**config.mk**
```make
export PLATFORM = sky130hd
export DESIGN_NAME = scp_top
export DESIGN_NICKNAME = d
export VERILOG_FILES = /design/src/design/scp_pkg.sv /design/src/design/scp_core_if.sv /design/src/design/scp_unlock.sv /design/src/design/scp_divider.sv /design/src/design/scp_top.sv
export VERILOG_INCLUDE_DIRS = /design/src /design/src/design
export SDC_FILE = /design/constraint.sdc
export NUM_CORES = 1
export LEC_CHECK = 0
export BUFFER_PORTS_ARGS = -buffer_cell sky130_fd_sc_hd__buf_4
export CORE_ASPECT_RATIO = 1.5
export CORE_MARGIN = 3
export CORE_UTILIZATION = 40
export CTS_CLUSTER_DIAMETER = 40
export CTS_CLUSTER_SIZE = 25
export DETAILED_ROUTE_END_ITERATION = 10
export PLACE_DENSITY = 0.73
export REMOVE_ABC_BUFFERS = 1
export SYNTH_ARGS = -nofsm -noshare
export SYNTH_HDL_FRONTEND = slang
export SYNTH_HIERARCHICAL = 1
export SYNTH_SLANG_ARGS = --single-unit
```
**constraint.sdc**
```tcl
create_clock -name aclk -period 6.8 [get_ports aclk]
set_input_delay 1.02 -clock aclk [delete_from_list [all_inputs] [get_ports aclk]]
set_output_delay 1.02 -clock aclk [all_outputs]
set_load 0.01 [all_outputs]
```
**src/design/scp_regs.svh**
```systemverilog
// Purpose: register offsets, field positions, reset values and counts of the clock prescaler
// Assumes: included by bare name by every file that needs a constant
// Notes:   the control register index is scaled by four to form its byte address
`ifndef SCP_REGS_SVH
`define SCP_REGS_SVH
`define SCP_CTRL_INDEX     10'h061
`define SCP_CTRL_ADDR      12'h184
`define SCP_UNLOCK_BIT     7
`define SCP_UNLOCK_WORD    8'h80
`define SCP_UNLOCK_CYCLES  3'h4
`define SCP_SEL_RESET_OFF  4'h0
`define SCP_SEL_RESET_FUSE 4'h3
`define SCP_SEL_MAX_STD    4'h8
`define SCP_SEL_UNDIV      4'hF
`define SCP_SHIFT_RES      4'h8
`define SCP_RESP_OKAY      2'h0
`define SCP_RESP_SLVERR    2'h2
`endif

```
**src/design/scp_pkg.sv**
```systemverilog
// Purpose: state types of the clock prescaler modules
// Assumes: used only by scoped reference, never imported
// Notes:   each module keeps its state in one of these structs, except the top's pin synchronisers and the divider's gap helper
package scp_pkg;
  // unlock window: cycles left while change is allowed
  typedef struct packed {
    logic [2:0] cnt;
  } scp_unl_st_t;
  // divider: phase counter, active shift and the enable pulse
  typedef struct packed {
    logic [8:0] cnt;
    logic [3:0] shift;
    logic       tick;
  } scp_div_st_t;
  // top: bus slave channels plus the prescale select and the programming block flag
  typedef struct packed {
    logic        awready;
    logic        wready;
    logic        aw_held;
    logic        w_held;
    logic [11:0] awaddr;
    logic [7:0]  wdata;
    logic        wstrb0;
    logic        bvalid;
    logic [1:0]  bresp;
    logic        arready;
    logic        rvalid;
    logic [7:0]  rdata;
    logic [1:0]  rresp;
    logic [3:0]  sel;
    logic        prog_block;
  } scp_top_st_t;
endpackage

```
**src/design/scp_core_if.sv**
```systemverilog
// Purpose: carries unlock and divider signals between the prescaler modules
// Assumes: one instance inside the top module
// Notes:   no clocking block; all members are plain same-clock signals
`timescale 1ns/1ps
interface scp_core_if;
  logic       set_req; // clean unlock write taken this cycle
  logic       sel_wr;  // select write taken while unlocked
  logic       unlock;  // change window open
  logic [3:0] code;    // prescale select code
  logic       rc;      // rc oscillator is the source
  logic       tick;    // system clock enable pulse
  logic [3:0] shift;   // active log2 of the divide factor
  modport top (output set_req, sel_wr, code, rc, input unlock, tick, shift);
  modport unl (input set_req, sel_wr, output unlock);
  modport dvd (input code, rc, output tick, shift);
endinterface

```
**src/design/scp_unlock.sv**
```systemverilog
// Purpose: times the prescale change window
// Assumes: set_req and sel_wr are never high together
// Notes:   a repeat set inside the window is ignored on purpose
`timescale 1ns/1ps
`include "scp_regs.svh"
module scp_unlock (
  input wire logic aclk,
  input wire logic aresetn,
  scp_core_if.unl  c
);
  scp_pkg::scp_unl_st_t st;      // registered state
  scp_pkg::scp_unl_st_t next_st; // next state

  assign c.unlock = (st.cnt != 3'h0);

  // count down; a select write closes the window at once
  always_comb begin
    next_st = st;
    if (st.cnt != 3'h0) begin
      next_st.cnt = st.cnt - 3'h1;
    end
    if (c.sel_wr) begin
      next_st.cnt = 3'h0;
    end else if (c.set_req && st.cnt == 3'h0) begin
      next_st.cnt = `SCP_UNLOCK_CYCLES; // only a closed window arms
    end
  end

  // state register
  always_ff @(posedge aclk) begin
    if (!aresetn) begin
      st <= '0;
    end else begin
      st <= next_st;
    end
  end
endmodule

```
**src/design/scp_divider.sv**
```systemverilog
// Purpose: turns the select code into a system clock enable pulse
// Assumes: code and rc are stable flops of the same clock
// Notes:   a new factor is only taken at the end of a full period
`timescale 1ns/1ps
`include "scp_regs.svh"
module scp_divider (
  input wire logic aclk,
  input wire logic aresetn,
  scp_core_if.dvd  c
);
  scp_pkg::scp_div_st_t st;      // registered state
  scp_pkg::scp_div_st_t next_st; // next state
  logic [3:0]           want;    // shift asked for by the code
  logic [9:0]           span;    // cycles per period of active shift
  logic                 term;    // last cycle of the period

  assign c.tick  = st.tick;
  assign c.shift = st.shift;

  // map code to shift; rc source doubles the factor except for code F
  always_comb begin
    if (c.code <= `SCP_SEL_MAX_STD) begin
      want = c.code + {3'h0, c.rc};
    end else if (c.code == `SCP_SEL_UNDIV) begin
      want = 4'h0; // undivided
    end else begin
      want = `SCP_SHIFT_RES + {3'h0, c.rc}; // reserved: slowest
    end
    span = 10'h001 << st.shift;
    term = (st.cnt == 9'(span - 10'h001));
  end

  // switching only at period end keeps any pulse gap at old or new width
  always_comb begin
    next_st      = st;
    next_st.tick = term;
    if (term) begin
      next_st.cnt   = 9'h000;
      next_st.shift = want;
    end else begin
      next_st.cnt = st.cnt + 9'h001;
    end
  end

  // state register; reset starts with the reset code's factor
  always_ff @(posedge aclk) begin
    if (!aresetn) begin
      st       <= '0;
      st.shift <= want;
    end else begin
      st <= next_st;
    end
  end

  logic [9:0] gap; // helper: cycles since last pulse
  // reset starts at zero: the counter restarts with the phase counter at zero
  always_ff @(posedge aclk) begin
    if (!aresetn) begin
      gap <= 10'h000;
    end else if (st.tick) begin
      gap <= 10'h001;
    end else begin
      gap <= gap + 10'h001;
    end
  end
endmodule

```
**src/design/scp_top.sv**
```systemverilog
// Purpose: system clock prescaler with its control register on AXI4-Lite
// Assumes: one clock; fuse and rc source come from pins and are synchronised
// Notes:   the divided clock is a one-cycle enable, not a gated clock
//
// Chosen here: the AXI4-Lite interface to the registers.
`timescale 1ns/1ps
`include "scp_regs.svh"
module scp_top (
  input  wire logic        aclk,
  input  wire logic        aresetn,
  input  wire logic [11:0] s_axi_awaddr,
  input  wire logic        s_axi_awvalid,
  output wire logic        s_axi_awready,
  input  wire logic [31:0] s_axi_wdata,
  input  wire logic [3:0]  s_axi_wstrb,
  input  wire logic        s_axi_wvalid,
  output wire logic        s_axi_wready,
  output wire logic [1:0]  s_axi_bresp,
  output wire logic        s_axi_bvalid,
  input  wire logic        s_axi_bready,
  input  wire logic [11:0] s_axi_araddr,
  input  wire logic        s_axi_arvalid,
  output wire logic        s_axi_arready,
  output wire logic [31:0] s_axi_rdata,
  output wire logic [1:0]  s_axi_rresp,
  output wire logic        s_axi_rvalid,
  input  wire logic        s_axi_rready,
  input  wire logic        divide_by_eight_fuse,
  input  wire logic        rc_osc_selected,
  output wire logic        sys_clk_en,
  output wire logic [3:0]  sys_div_log2,
  output wire logic        nvm_prog_block
);
  scp_pkg::scp_top_st_t st;      // registered state
  scp_pkg::scp_top_st_t next_st; // next state

  // pin synchronisers; first stages feed only second stages
  logic fuse_s1; // fuse, first stage
  logic fuse_s2; // fuse, safe to use
  logic rc_s1;   // rc select, first stage
  logic rc_s2;   // rc select, safe to use

  // write and read path decode
  logic        aw_take;  // address handshake this cycle
  logic        w_take;   // data handshake this cycle
  logic        aw_have;  // address available now
  logic        w_have;   // data available now
  logic [11:0] addr_eff; // address of the write being done
  logic [7:0]  data_eff; // low data byte of the write
  logic        strb_eff; // lane 0 strobe of the write
  logic        wr_go;    // write completes this cycle
  logic        wr_hit;   // write hits the control register
  logic        wr_reg;   // write touches the register byte
  logic        ar_take;  // read address handshake
  logic        rd_hit;   // read hits the control register

  scp_core_if c ();

  // unlock window timer
  scp_unlock u_unlock (
    .aclk    (aclk),
    .aresetn (aresetn),
    .c       (c)
  );

  // period counter and enable pulse
  scp_divider u_divider (
    .aclk    (aclk),
    .aresetn (aresetn),
    .c       (c)
  );

  // no reset here: the fuse must be seen while reset is still low
  always_ff @(posedge aclk) begin
    fuse_s1 <= divide_by_eight_fuse;
    fuse_s2 <= fuse_s1;
    rc_s1   <= rc_osc_selected;
    rc_s2   <= rc_s1;
  end

  // select and source feed the divider straight from flops
  assign c.code = st.sel;
  assign c.rc   = rc_s2;

  // write channel merge: address and data may arrive in either order
  always_comb begin
    aw_take  = s_axi_awvalid && st.awready;
    w_take   = s_axi_wvalid && st.wready;
    aw_have  = st.aw_held || aw_take;
    w_have   = st.w_held || w_take;
    addr_eff = st.aw_held ? st.awaddr : s_axi_awaddr;
    data_eff = st.w_held ? st.wdata : s_axi_wdata[7:0];
    strb_eff = st.w_held ? st.wstrb0 : s_axi_wstrb[0];
    wr_go    = aw_have && w_have;
    wr_hit   = (addr_eff[11:2] == `SCP_CTRL_INDEX);
    // upper lanes hold only zero bits, so only lane 0 matters
    wr_reg   = wr_go && wr_hit && strb_eff;
    ar_take  = s_axi_arvalid && st.arready;
    rd_hit   = (s_axi_araddr[11:2] == `SCP_CTRL_INDEX);
  end

  // unlock requests toward the window timer
  always_comb begin
    // only an exact 0x80 arms; other bits set leave unlock alone
    c.set_req = wr_reg && (data_eff == `SCP_UNLOCK_WORD);
    // select write counts only with unlock written as zero
    c.sel_wr  = wr_reg && !data_eff[`SCP_UNLOCK_BIT] && c.unlock;
  end

  // bus slave and register next state
  always_comb begin
    next_st = st;
    // write address handshake
    if (aw_take) begin
      next_st.awready = 1'b0;
      next_st.aw_held = !wr_go;
      next_st.awaddr  = s_axi_awaddr;
    end
    // write data handshake
    if (w_take) begin
      next_st.wready = 1'b0;
      next_st.w_held = !wr_go;
      next_st.wdata  = s_axi_wdata[7:0];
      next_st.wstrb0 = s_axi_wstrb[0];
    end
    // both halves present: do the write and answer
    if (wr_go) begin
      next_st.aw_held = 1'b0;
      next_st.w_held  = 1'b0;
      next_st.bvalid  = 1'b1;
      next_st.bresp   = wr_hit ? `SCP_RESP_OKAY : `SCP_RESP_SLVERR;
    end
    // response taken: open both channels again
    if (st.bvalid && s_axi_bready) begin
      next_st.bvalid  = 1'b0;
      next_st.awready = 1'b1;
      next_st.wready  = 1'b1;
    end
    // any code accepted; reserved bits are never stored
    if (c.sel_wr) begin
      next_st.sel = data_eff[3:0];
    end
    // undivided rc clock forbids flash and eeprom programming
    next_st.prog_block = (st.sel == `SCP_SEL_UNDIV) && rc_s2;
    // read address handshake: capture data at once
    if (ar_take) begin
      next_st.arready = 1'b0;
      next_st.rvalid  = 1'b1;
      if (rd_hit) begin
        next_st.rdata = {c.unlock, 3'h0, st.sel};
        next_st.rresp = `SCP_RESP_OKAY;
      end else begin
        next_st.rdata = 8'h00;
        next_st.rresp = `SCP_RESP_SLVERR;
      end
    end
    // read data taken
    if (st.rvalid && s_axi_rready) begin
      next_st.rvalid  = 1'b0;
      next_st.arready = 1'b1;
    end
  end

  // state register; reset select follows the synchronised fuse
  always_ff @(posedge aclk) begin
    if (!aresetn) begin
      st         <= '0;
      st.awready <= 1'b1;
      st.wready  <= 1'b1;
      st.arready <= 1'b1;
      st.sel     <= fuse_s2 ? `SCP_SEL_RESET_FUSE : `SCP_SEL_RESET_OFF;
    end else begin
      st <= next_st;
    end
  end

  // outputs, all from flops
  assign s_axi_awready  = st.awready;
  assign s_axi_wready   = st.wready;
  assign s_axi_bvalid   = st.bvalid;
  assign s_axi_bresp    = st.bresp;
  assign s_axi_arready  = st.arready;
  assign s_axi_rvalid   = st.rvalid;
  assign s_axi_rdata    = {24'h000000, st.rdata};
  assign s_axi_rresp    = st.rresp;
  // core and peripherals advance only on this pulse
  assign sys_clk_en     = c.tick;
  assign sys_div_log2   = c.shift;
  assign nvm_prog_block = st.prog_block;
endmodule

```
# After elaboration in Yosys (flattened, before gate mapping)
# Index checks and enable logic that the tools add are counted.
# totals
regBits,66
inputBits,69
elab_cells,79
# op_classes
add_sub_neg,5
magnitude_cmp,1
n_eq_ne,7
shift,1
muxes,14
bitwise,1
reduce_logical,26
# op_table
op,count
$eq 10x7->1 const B,2
$mux 4,4
$logic_and 1x1->1,13
$mux 12,1
$mux 10,1
$mux 5,2
$reduce_or 2->1,5
$add 9x1->9 const B,1
$eq 9x9->1,1
$shl 1x4->9 const A,1
$sub 9x1->9 const B,1
$eq 8x8->1 const B,1
$mux 8,1
$mux 3,2
$add 4x1->4,1
$add 4x1->4 const A,1
$eq 4x4->1 const B,1
$le 4x4->1 const B,1
$mux 2,2
$ne 2x1->1 const B,2
$logic_not 3->1,1
$reduce_bool 3->1,1
$reduce_or 3->1,1
$sub 3x1->3 const B,1
other kinds (5),7

# Depth between registers and ports, before layout
# depth
ltp_word,9
ltp_mapped,11
ltp_nobuf,8

# Modules after synthesis
# Netlist, hierarchy kept.
# by_module_without_submodules
mod,instances,cells_each,area_per_inst_um2,seq_area_each_um2
scp_top,1,217,1910.6,880.8
scp_divider,1,127,1041.0,320.3
scp_unlock,1,19,173.9,60.1

# Least setup slack after synthesis
# OpenSTA, ideal clock, no wires.
# synth_path
path_kind,reg-to-reg
start,reg u_divider/c.shift[0] (netlist name)
end,reg u_divider/c.shift[0] (netlist name)
setup_time_ps,305
arrival_time_ps,2660
required_time_ps,6495
path_slack_ps,3836
stages_incl_launch_ff,11
path_buffers,3
path_cell_list,edfxtp_1 buf_6 or4_4 ha_1 buf_2 or4b_1 a21oi_1 o21ai_0 a22oi_1 buf_2 a21bo_1
# synth_via
elab_chain_len,4
# synth_rtl
element,line,text
$shl 1x4->9,scp_divider.sv:29,span = 10'h001 << st.shift;
$sub 9x1->9,scp_divider.sv:30,term = (st.cnt == 9'(span - 10'h001));
$eq 9x9->1,scp_divider.sv:30,
$ne 2x1->1 (no line),--,
# Every way passes these cells.
# A chain may end at the register's enable or synchronous reset.

# Final worst setup path
# layout_path
start,reg u_divider/c.shift[3] (netlist name)
end,reg u_divider/c.shift[0] (netlist name)
# layout_via
elab_chain_len,4
# layout_rtl
element,line
$shl 1x4->9,scp_divider.sv:29
$sub 9x1->9,scp_divider.sv:30
$eq 9x9->1,scp_divider.sv:30
$ne 2x1->1 (no line),--
# Every way passes these cells.

==> metrics.md <==
| Metric | Value |
|---|---|
| Placed cells | `492` |
| Synth cell types | `55` |
| Die W | `78.18 um` |
| CTS resizes | `0` |
| Clk sinks | `59` |
| GRT Overall Usage | `14.14%` |
| XOR/XNOR Fraction of Synth Area | `3.363%` |
| Asr flop ratio synth | `0%` |
| Vias | `2,480` |
| I/O Pins | `116` |
| DRC | `0` |
| Post-route setup slack | `3.130 ns` |
| Synth top area share | `32.67%` |
| Antenna Nets Post-Route | `0` |
| Setup CP Type | `flip-flop to flip-flop` |
| Final hold violation count | `0` |
| Post-synthesis sequential element count | `59` |
| Pre-CTS setup slack | `3.161 ns` |
| Drt wl/cell | `11.96 um` |
| Worst Max-Slew Pin Slew | `0.9483 ns` |
| Core Util, Final | `48.25%` |
| Outcome | `complete, no violations` |
| Cells after synthesis | `363` |
| # rows | `38` |
| Most frequent cell after synthesis | `nand2_1` |
| Congestion Overflow GR | `0` |
| Largest net degree at the start of global routing | `35` |
| Peak supply drop | `164.7 uV` |
| Setup crit end kind | `flip-flop` |
| Cts hold-fix bufs | `0` |
| Critical Path RT | `6.82 ns` |
| Ys flop type | `dfxtp_1` |
| Routed wire length | `6077 um` |
| Final Non-Filler Cells | `508` |
| Main combinational cell family by area after synthesis | `simple AND/OR/NAND/NOR gates` |
| Die Ht | `114.3 um` |
| Synth cell count leaders | `nand2_1 (67), dfxtp_1 (51), buf_4 (40)` |
| Slew headroom | `36.78%` |
| Antenna violations before repair | `0` |
| Synth Area in Compound Gates | `15.09%` |
| RSZ-0062 raised after global routing | `no` |
| Worst-Skew Late Latency | `0.33 ns` |
| Num CTS Buffers | `9` |
| Fin crit share | `53.97%` |
| Router iterations before antenna repair | `4` |
| Share of layout cells above drive strength 1 | `19.36%` |
| PortBufs | `55` |
| Fmax | `272.5 MHz` |
| Max-Cap Viols | `0` |
| CTS tree | `built` |
| CP Data Arrival Time | `3.69 ns` |
| Post-route setup TNS | `0 ns` |
| Worst-case clock buffer depth | `2` |
| H-Tree Depth | `3` |
| Syn Std Cell Area | `0.003125 mm2` |
| Sequential area share after synthesis | `40.35%` |
| Starting density of the core | `42.14%` |
| Avg Cell Area, Syn | `8.610 um2` |
| Pwr dens | `237.5 mW/mm2` |
| Root buf cell | `clkbuf_8` |
| Final count of negative-setup-slack endpoints | `0` |
| Largest fanout on the critical path | `16` |
| GP Congestion | `0.8369` |
| Crit start category | `flip-flop` |
| Clk slew on worst S/H paths | `0.06 ns` |
| Synth warnings | `6` |
| Post-synth EDFFs | `8` |
| Number of global-route vias before repair | `2,443` |
| Adder-Cell Fraction of Synth Area | `2.402%` |
| First-pass GRT wire length | `10,200 um` |
| Post-synthesis mux area share | `2.682%` |
| Ant. Diodes | `0` |
| Final Skew | `0.008754 ns` |
| Crit path time final | `3.670 ns` |
| DIE AREA | `0.008932 mm2` |
| Synth Area in Simple Gates | `23.22%` |
| Setup bufs post-CTS | `0` |
| P&R area growth vs syn | `14.49%` |
| Vias per Instance | `4.882` |
| Leak pwr | `1.507 nW` |
| Detailed Route Iter0 Violations | `77` |
| Max Transition Viols Final | `0` |
| Nets | `478` |
| Area leader, netlist | `dfxtp_1` |
| Hold Path Class | `flip-flop to flip-flop` |
| Largest cells by area after synthesis | `dfxtp_1 (33%), buf_4 (9.6%), nand2_1 (8.0%), edfxtp_1 (7.7%), a21oi_1 (5.9%)` |
| Core ar. | `0.007417 mm2` |
| Post-DP HPWL | `4509 um` |
==> registers in the layout, indices dropped and copies added (netlist names) <==
| signal | flops |
|---|---|
| u_divider/c.shift | 4 |
| s_axi_arready | 1 |
| fuse_s1 | 1 |
| s_axi_bresp | 1 |
| nvm_prog_block | 1 |
| s_axi_rresp | 1 |
| c.code | 4 |
| rc_s1 | 1 |
| s_axi_rdata | 5 |
| s_axi_wready | 1 |
| fuse_s2 | 1 |
| s_axi_bvalid | 1 |
| u_unlock/st | 3 |
| u_divider/c.tick | 1 |
| u_divider/st | 9 |
| s_axi_rvalid | 1 |
| st | 21 |
| c.rc | 1 |
| s_axi_awready | 1 |
==> cell type report <==
type / instances / area (um2)
inverter: 7 / 26.28
clock buffer: 15 / 177.7
multi-input combinational: 271 / 1570
timing repair buffer: 55 / 412.9
clock inverter: 1 / 5.005
sequential: 59 / 1261
tap: 100 / 125.1
fill: 752 / 3839
==> final timing paths <==
| check | from | slack [ns] | cells after the start | end |
|---|---|---|---|---|
| setup / recovery | u_divider/c.shift[3] | 3.13 | 7 | u_divider/c.shift[0] |
| hold / removal | rc_s1 | 0.33 | 0 | c.rc |
| setup reg to reg | u_divider/c.shift[3] | 3.13 | 7 | u_divider/c.shift[0] |
| hold reg to reg | rc_s1 | 0.33 | 0 | c.rc |
==> stage by stage <==
step / power (W) / cell area, um2 / hold slack (ns)
after floorplan: 0.0005167 / 2858 / 0.3096
after global placement: 0.0005639 / 3396 / 0.3123
after detailed placement: 0.0005693 / 3396 / 0.3128
after CTS: 0.0008624 / 3578 / 0.3302
after global routing: 0.0008964 / 3578 / 0.3447
final: 0.0008500 / 3578 / 0.3253
==> worst max-delay path: stages (launching register included) <==
cell and delay [ns]:
edfxtp_1 0.58, or4_4 0.62, ha_1 0.33, or4b_1 0.55, a21oi_1 0.18, o21ai_0 0.10, a22oi_1 0.73, a21bo_1 0.27
==> cell usage in the layout (no fill, tap or decap), types with 5 or more instances in the layout <==
master	Yosys	layout
a21oi_1	37	37
mux2i_1	5	5
edfxtp_1	8	8
a22oi_1	6	6
o21a_1	5	5
buf_4	40	55
nand2_1	67	67
clkbuf_8	0	10
inv_1	5	5
conb_1	1	29
xor2_1	8	8
nor4b_1	7	7
nor3_1	7	7
nor2_1	23	23
dfxtp_1	51	51
nand3_1	5	5
o21ai_0	10	10
ha_1	6	6
nand2b_1	6	6
==> cell families (layout without fill, tap and decap cells) <==
kind of cell / Yosys count / after routing
buf+inv: 61 / 78
flops: 59 / 59
xor+xnor: 12 / 12
other cells: 1 / 29
mux: 8 / 8
simple gates: 141 / 141
compound gates: 75 / 75
fa+ha+maj: 6 / 6
==> power by group <==
group | switching (W) | total [W] | internal, W
clock | 0.000123 | 0.000288 | 0.000164
sequential | 0.0000264 | 0.000406 | 0.000380
combinational | 0.0000831 | 0.000156 | 0.0000728
==> routing by layer <==
metal  GRT usage, %  up-vias  wire length, um
met3          4.409        9              287
met2          25.74       53             3258
met4          7.001        0               94
li1               -     1269                -
met5              0        -                0
met1          14.44     1149             2436
Power figures use the tool's default switching activity.
